==> src/inc/fpd_pkg.sv <==
package fpd_pkg;
    localparam int unsigned FPD_CHANNELS = 8;
    localparam int unsigned FPD_CLK_MHZ = 50;
    // Wake-up and entry times in nanoseconds.
    localparam int unsigned FPD_AMP_WAKE_NS = 2000;
    localparam int unsigned FPD_CONV_WAKE_NS = 1000;
    localparam int unsigned FPD_ENTRY_MAX_NS = 1000;
    localparam int unsigned FPD_AMP_WAKE_CYC = (FPD_AMP_WAKE_NS * FPD_CLK_MHZ + 999) / 1000;
    localparam int unsigned FPD_CONV_WAKE_CYC = (FPD_CONV_WAKE_NS * FPD_CLK_MHZ + 999) / 1000;
    localparam int unsigned FPD_ENTRY_MAX_CYC = (FPD_ENTRY_MAX_NS * FPD_CLK_MHZ) / 1000;
    // Wake time is the larger of the fixed time and one percent of the sleep time.
    localparam int unsigned FPD_WAKE_PERCENT_DIV = 100;
    // A zero divisor leaves only the fixed wake time, with no stretch for long sleeps.
    localparam int unsigned FPD_NO_STRETCH = 0;
    localparam int unsigned FPD_CNT_W = 32;
    // Field positions of the reference-mode, test-route and summing-amplifier-off bits.
    localparam int unsigned FPD_R3_EXTREF_BIT = 15;
    localparam int unsigned FPD_R1_EXTREF_BIT = 13;
    localparam int unsigned FPD_R59_TEST_BIT = 9;
    localparam int unsigned FPD_R59_SUMOFF_BIT = 8;
    typedef enum logic [1:0] {
        FPD_AWAKE = 2'b00,
        FPD_ASLEEP = 2'b01,
        FPD_WAKING = 2'b10
    } fpd_wake_t;
endpackage : fpd_pkg

==> src/verilog/fpd_or_reduce.sv <==
`timescale 1ns/1ps
// Per-channel power-down gate: a channel is off when any global source or its mask bit is set.
module fpd_or_reduce
    import fpd_pkg::*;
#(
    parameter int unsigned N = FPD_CHANNELS
) (
    input wire logic i_global,
    input wire logic [N-1:0] i_mask,
    output logic [N-1:0] o_off
);
    assign o_off = {N{i_global}} | i_mask;
endmodule : fpd_or_reduce

==> src/verilog/fpd_power_ctrl.sv <==
`timescale 1ns/1ps
module fpd_power_ctrl
    import fpd_pkg::*;
#(
    parameter int unsigned N = FPD_CHANNELS
) (
    input wire logic i_clock,
    input wire logic i_rst,
    input wire logic i_global_shutdown_pin,
    input wire logic i_amp_chain_sleep_pin,
    input wire logic i_converter_sleep_pin,
    input wire logic i_amp_chain_fast_sleep_bit,
    input wire logic i_amp_chain_full_off_bit,
    input wire logic i_converter_fast_sleep_bit,
    input wire logic i_converter_full_off_bit,
    input wire logic i_atten_gain_off_bit,
    input wire logic i_preamp_off_bit,
    input wire logic [N-1:0] i_converter_channel_off_mask,
    input wire logic [N-1:0] i_amp_channel_off_mask,
    input wire logic i_reg3_extref_bit,
    input wire logic i_reg1_extref_bit,
    input wire logic i_gain_stage_test_bit,
    input wire logic i_sum_amp_off_bit,
    output logic [N-1:0] o_preamp_off,
    output logic [N-1:0] o_attenuator_off,
    output logic [N-1:0] o_gain_stage_off,
    output logic [N-1:0] o_converter_off,
    output logic o_reference_off,
    output logic o_serial_clock_off,
    output logic o_partial_power_down,
    output logic o_complete_power_down,
    output logic o_amp_chain_ready,
    output logic o_converter_ready,
    output logic o_external_reference,
    output logic o_test_route_seven_eight,
    output logic o_sum_amp_off
);
    typedef struct packed {
        logic [N-1:0] pre;
        logic [N-1:0] att;
        logic [N-1:0] gst;
        logic [N-1:0] conv;
        logic refoff;
        logic sclkoff;
        logic partial;
        logic complete;
        logic extref;
        logic route;
        logic sumoff;
    } fpd_pc_state_t;
    fpd_pc_state_t state_ff;
    fpd_pc_state_t nxt_state;
    logic amp_any;
    logic conv_any;
    logic amp_full;
    logic conv_full;
    logic [N-1:0] amp_ch;
    logic [N-1:0] conv_ch;
    logic amp_rdy;
    logic conv_rdy;

    // Full-off sources on both chains together drop references; fast-sleep sources leave them running.
    assign amp_full = i_global_shutdown_pin | i_amp_chain_full_off_bit;
    assign conv_full = i_global_shutdown_pin | i_converter_full_off_bit;
    assign amp_any = amp_full | i_amp_chain_sleep_pin | i_amp_chain_fast_sleep_bit;
    assign conv_any = conv_full | i_converter_sleep_pin
        | i_converter_fast_sleep_bit;

    fpd_or_reduce #(.N(N)) u_amp_or (
        .i_global(amp_any),
        .i_mask(i_amp_channel_off_mask),
        .o_off(amp_ch)
    );

    fpd_or_reduce #(.N(N)) u_conv_or (
        .i_global(conv_any),
        .i_mask(i_converter_channel_off_mask),
        .o_off(conv_ch)
    );

    always_comb begin
        nxt_state = state_ff;
        // One-cycle registered path keeps entry far below the 1 us limit.
        nxt_state.pre = amp_ch | {N{i_preamp_off_bit}};
        nxt_state.att = amp_ch | {N{i_atten_gain_off_bit}};
        nxt_state.gst = amp_ch | {N{i_atten_gain_off_bit}};
        nxt_state.conv = conv_ch;
        // References stay alive unless both chains have a full-off source set; serial clocks unless the converter has one.
        nxt_state.refoff = amp_full & conv_full;
        nxt_state.sclkoff = conv_full;
        nxt_state.complete = amp_full & conv_full;
        nxt_state.partial = amp_any & conv_any & ~(amp_full & conv_full);
        nxt_state.extref = i_reg3_extref_bit & i_reg1_extref_bit;
        nxt_state.route = i_gain_stage_test_bit;
        nxt_state.sumoff = i_sum_amp_off_bit;
    end

    always_ff @(posedge i_clock) begin
        if (i_rst) begin
            state_ff <= '0;
        end else begin
            state_ff <= nxt_state;
        end
    end

    // The fixed wake time is a floor; longer sleeps stretch it in proportion.
    fpd_wake_timer #(.MIN_CYC(FPD_AMP_WAKE_CYC), .PCT_DIV(FPD_WAKE_PERCENT_DIV)) u_amp_wake (
        .i_clock(i_clock),
        .i_rst(i_rst),
        .i_off(amp_any),
        .o_ready(amp_rdy)
    );

    // Assumes the sampling clock ran long enough before wake, as the controller must ensure.
    // The converter wake time is fixed; only the amp chain stretches with the sleep length.
    fpd_wake_timer #(.MIN_CYC(FPD_CONV_WAKE_CYC), .PCT_DIV(FPD_NO_STRETCH)) u_conv_wake (
        .i_clock(i_clock),
        .i_rst(i_rst),
        .i_off(conv_any),
        .o_ready(conv_rdy)
    );

    assign o_preamp_off = state_ff.pre;
    assign o_attenuator_off = state_ff.att;
    assign o_gain_stage_off = state_ff.gst;
    assign o_converter_off = state_ff.conv;
    assign o_reference_off = state_ff.refoff;
    assign o_serial_clock_off = state_ff.sclkoff;
    assign o_partial_power_down = state_ff.partial;
    assign o_complete_power_down = state_ff.complete;
    assign o_amp_chain_ready = amp_rdy;
    assign o_converter_ready = conv_rdy;
    assign o_external_reference = state_ff.extref;
    assign o_test_route_seven_eight = state_ff.route;
    assign o_sum_amp_off = state_ff.sumoff;
endmodule : fpd_power_ctrl

==> src/verilog/fpd_wake_timer.sv <==
`timescale 1ns/1ps
// Tracks one sleep/wake cycle; ready rises once the wake time has elapsed.
module fpd_wake_timer
    import fpd_pkg::*;
#(
    parameter int unsigned MIN_CYC = FPD_AMP_WAKE_CYC,
    parameter int unsigned PCT_DIV = FPD_WAKE_PERCENT_DIV
) (
    input wire logic i_clock,
    input wire logic i_rst,
    input wire logic i_off,
    output logic o_ready
);
    typedef struct packed {
        fpd_wake_t st;
        logic [FPD_CNT_W-1:0] sleep_cnt;
        logic [FPD_CNT_W-1:0] wake_cnt;
        logic [FPD_CNT_W-1:0] wake_need;
        logic rdy;
    } fpd_wt_state_t;
    fpd_wt_state_t state_ff;
    fpd_wt_state_t nxt_state;
    // A divisor of zero turns the proportional stretch off, so no division by zero is built.
    localparam bit STRETCH = (PCT_DIV != 0);
    localparam logic [FPD_CNT_W-1:0] MIN_V = FPD_CNT_W'(MIN_CYC);
    localparam logic [FPD_CNT_W-1:0] ONE_V = FPD_CNT_W'(1);
    localparam logic [FPD_CNT_W-1:0] DIV_V = STRETCH ? FPD_CNT_W'(PCT_DIV) : ONE_V;
    logic [FPD_CNT_W-1:0] pct;

    always_comb begin
        nxt_state = state_ff;
        pct = STRETCH ? state_ff.sleep_cnt / DIV_V : '0;
        case (state_ff.st)
            FPD_AWAKE: begin
                nxt_state.rdy = ~i_off;
                if (i_off) begin
                    nxt_state.st = FPD_ASLEEP;
                    nxt_state.sleep_cnt = ONE_V;
                end
            end
            FPD_ASLEEP: begin
                nxt_state.rdy = 1'b0;
                // Saturate so a very long sleep cannot wrap to a short wake time.
                if (state_ff.sleep_cnt != '1) begin
                    nxt_state.sleep_cnt = state_ff.sleep_cnt + ONE_V;
                end
                if (!i_off) begin
                    nxt_state.st = FPD_WAKING;
                    nxt_state.wake_cnt = '0;
                    nxt_state.wake_need = (pct > MIN_V) ? pct : MIN_V;
                end
            end
            FPD_WAKING: begin
                nxt_state.rdy = 1'b0;
                if (i_off) begin
                    nxt_state.st = FPD_ASLEEP;
                    nxt_state.sleep_cnt = ONE_V;
                end else if (state_ff.wake_cnt + ONE_V >= state_ff.wake_need) begin
                    nxt_state.st = FPD_AWAKE;
                    nxt_state.rdy = 1'b1;
                end else begin
                    nxt_state.wake_cnt = state_ff.wake_cnt + ONE_V;
                end
            end
            default: begin
                nxt_state.st = FPD_AWAKE;
                nxt_state.rdy = 1'b0;
            end
        endcase
    end

    always_ff @(posedge i_clock) begin
        if (i_rst) begin
            state_ff <= '{st: FPD_AWAKE, sleep_cnt: '0, wake_cnt: '0, wake_need: '0, rdy: 1'b1};
        end else begin
            state_ff <= nxt_state;
        end
    end

    assign o_ready = state_ff.rdy;
endmodule : fpd_wake_timer
==> config.mk <==
export PLATFORM = sky130hd
export DESIGN_NAME = fpd_power_ctrl
export DESIGN_NICKNAME = d
export VERILOG_FILES = /design/src/inc/fpd_pkg.sv /design/src/verilog/fpd_or_reduce.sv /design/src/verilog/fpd_power_ctrl.sv /design/src/verilog/fpd_wake_timer.sv
export SDC_FILE = /design/constraint.sdc
export NUM_CORES = 1
export LEC_CHECK = 0
export BUFFER_PORTS_ARGS = -buffer_cell sky130_fd_sc_hd__buf_2
export CORE_MARGIN = 2
export CORE_UTILIZATION = 49
export DETAILED_ROUTE_END_ITERATION = 6
export PLACE_DENSITY = 0.68
export SYNTH_ARGS = -nofsm -noshare
export SYNTH_HDL_FRONTEND = slang
export SYNTH_HIERARCHICAL = 1
export SYNTH_SLANG_ARGS = --single-unit
==> constraint.sdc <==
create_clock -name i_clock -period 18.9 [get_ports i_clock]
set_input_delay 4.725 -clock i_clock [delete_from_list [all_inputs] [get_ports i_clock]]
set_output_delay 4.725 -clock i_clock [all_outputs]
set_load 0.03 [all_outputs]
==> flow_summary.ini <==
[floorplan]
die_area_um2 = 30940
initial_core_util = 0.5003
num_io_pins = 72
rows = 62
coreArea_um2 = 28940
die_width_um = 175.9
fp.dieH_um = 175.9

[routing]
drt_iter0_drc = 1215
routedWlPerCell_um = 16.14
first_pass_iters = 5
wl_um = 36510
drtAntennaViolNets = 0
post-route-drc-count = 0
via_per_inst = 6.180
vias = 13979

[min_path]
min_path_cells = 2
hold_class = reg -> reg

[sta]
final.setup.tns_ns = 0
finalSetupViolCount = 0
rsz0062_at_grt = no
worst_clock_skew_ns = 0.01270
tightest_slew_ns = 1.207
finalMaxSlewViolations = 0
hold_violations = 0
clock.fmax_mhz = 59.79
period_minus_slack_ns = 16.73
layout_setup_ws_ns = 2.174
layout_worst_path_cycle_share = 0.8850
whs_ns = 0.4571
slew-limit-headroom = 0.1940

[critical_path]
crit_path_max_incr_delay_ns = 1.12
rrSetupSlack_ns = 2.17
arrival_ns = 17.03
crit_buf_inv = 0
critPathKind = reg -> reg
crit_path_top_delay_cell = dfxtp_1
cp-end-kind = register
path_delay_family = compound AO/OA/AOI/OAI gates
cp_num_cells = 50
reg2reg_depth = 50
crit_fanout = 38
required_ns = 19.21
critPathLaunchType = register

[power]
p_per_area_nw_per_um2 = 47.66
max-vdd-ir-drop_mv = 0.04561
p_leak_nw = 5.594

[yosys]
synthesis.area_um2 = 14480
syn_area_per_cell_um2 = 7.713
yosysSeqAreaShare = 0.2199
synth.mux.area_fraction = 0.02187
synthCells = 1877
async_flop_share = 0
yosys.area_share.adder = 0.03206
synth-seq-cells = 159
syn-num-nets = 1941
synth_cell_types = 147
synth_edf_count = 0
synthSimpleGateAreaFrac = 0.2974
synth-compound-area-share = 0.3067
synth_xor_area_frac = 0.05652
ys_warn_count = 6
synth_top_family_by_area = compound AO/OA/AOI/OAI gates
synth_ff_type = dfxtp_1

[clocking]
ctsLongestPathBuffers = 2
clock_latency_ns = 0.43
clkTransAtPathRegs_ns = 0.07
cts_tree = done
holdBufCountCts = 0
clock_sinks = 159
cts_setup_buffers = 0
cts-resized-gates = 0
cts-root-buf = clkbuf_16
htree_levels = 4
cts_buffers = 17

[global_route]
grt_max_degree = 91
grt_pass1_vias = 12668
grt_pass1_wl_um = 61180
grtUsageTotal = 0.2300
grt_remaining_overflow = 0
antenna_found_initial = 0

[run_status]
run_status = finished clean

[final_layout]
final_util = 0.5288
layout_common_cells = nor2_1 (219), dfxtp_1 (159), nand2_1 (120)
antenna_cells = 0
final_common_cell = nor2_1
drive_gt1_frac = 0.1486
num-nets-final = 1929
areaGrowthSynthToFinish_pct = 5.678
final_area_um2 = 15300

[placement]
dp_hpwl_um = 26320
placed_cell_area_um2 = 14700
numPortBuffers = 71
place_worst_setup_slack_ns = 2.469
gp_congestion = 0.9454

[job]
max_cap_viol_count = 0
worst min-delay path: stages, from the launching register on:
cell and delay [ns]:
dfxtp_1 0.31, nand2_1 0.05, a21oi_1 0.05
cells by family (layout without fill, tap and decap cells):
logic type               Yosys count  count (layout)
AND/OR/NAND/NOR                  806             806
adder cells (fa/ha/maj)           38              38
buffers and inverters            178             179
XOR/XNOR                          89              89
AO/OA/AOI/OAI                    579             579
multiplexers                      28              28
flip-flops                       159             159
path summary, 6_finish.rpt:
kind | startpoint | end
hold / removal | u_amp_wake/state_ff[8] | u_amp_wake/state_ff[8]
hold reg to reg | u_amp_wake/state_ff[8] | u_amp_wake/state_ff[8]
setup / recovery | u_amp_wake/state_ff[94] | u_amp_wake/state_ff[1]
setup reg to reg | u_amp_wake/state_ff[94] | u_amp_wake/state_ff[1]
through the flow:
| step | total power (W) | cells |
|---|---|---|
| CTS | 0.0007388 | 2262 |
| detailed placement | 0.0003903 | 2230 |
| global placement | 0.0003899 | 2230 |
| floorplan | 0.0003786 | 1877 |
| finish | 0.0007293 | 2262 |
| global route | 0.0007568 | 2262 |
layer usage:
metal  vias to the layer above  share of wire  GRT usage
li1                       6948              -          -
met1                      6621           0.49     0.3172
met2                       372           0.46     0.3855
met3                        38          0.043    0.02727
met4                         0          0.010    0.04959
met5                         -              0          0
power by group:
part / switching [W] / leakage [nW] / total, W / internal (W)
clock: 0.000140 / 0.288 / 0.000347 / 0.000207
combinational: 0.0000271 / 4.01 / 0.0000394 / 0.0000123
sequential: 0.00000253 / 1.29 / 0.000343 / 0.000341
total: 0.000170 / 5.59 / 0.000729 / 0.000559
cells in the mapped netlist, drive strengths merged, types with 24 or more instances:
master | count | area (um2)
a211oi | 42 | 345.3
a21oi | 112 | 613.1
a31oi | 34 | 240.2
and2 | 52 | 374.1
and3 | 46 | 304.0
buf | 65 | 494.2
clkbuf | 46 | 199.0
dfxtp | 159 | 3183
ha | 33 | 412.9
inv | 60 | 225.2
nand2 | 122 | 468.0
nand3 | 78 | 405.4
nand3b | 24 | 180.2
nor2 | 226 | 860.8
nor3 | 60 | 315.3
o211ai | 31 | 232.7
o21a | 27 | 205.2
o21ai | 97 | 489.2
or2 | 38 | 237.7
or3 | 26 | 175.2
xnor2 | 54 | 480.5
xor2 | 33 | 289.0
final cells by class:
type                       count  area (um2)
inverter                      66       247.7
timing repair buffer          81       430.4
tap                          384       480.5
clock inverter                10       123.9
fill                        2767       13640
clock buffer                  22       474.2
sequential                   159        3183
multi-input combinational   1540       10360
sequential cells by signal, summed over array words and instances (netlist names):
signal and flops:
o_complete_power_down 1, o_test_route_seven_eight 1, o_converter_off 8, o_gain_stage_off 8, u_conv_wake/state_ff 35, o_partial_power_down 1
o_serial_clock_off 1, u_amp_wake/state_ff 92, o_preamp_off 8, u_conv_wake/o_ready 1, o_external_reference 1, o_sum_amp_off 1
u_amp_wake/o_ready 1
No activity file was read; power rests on OpenSTA's default activity.
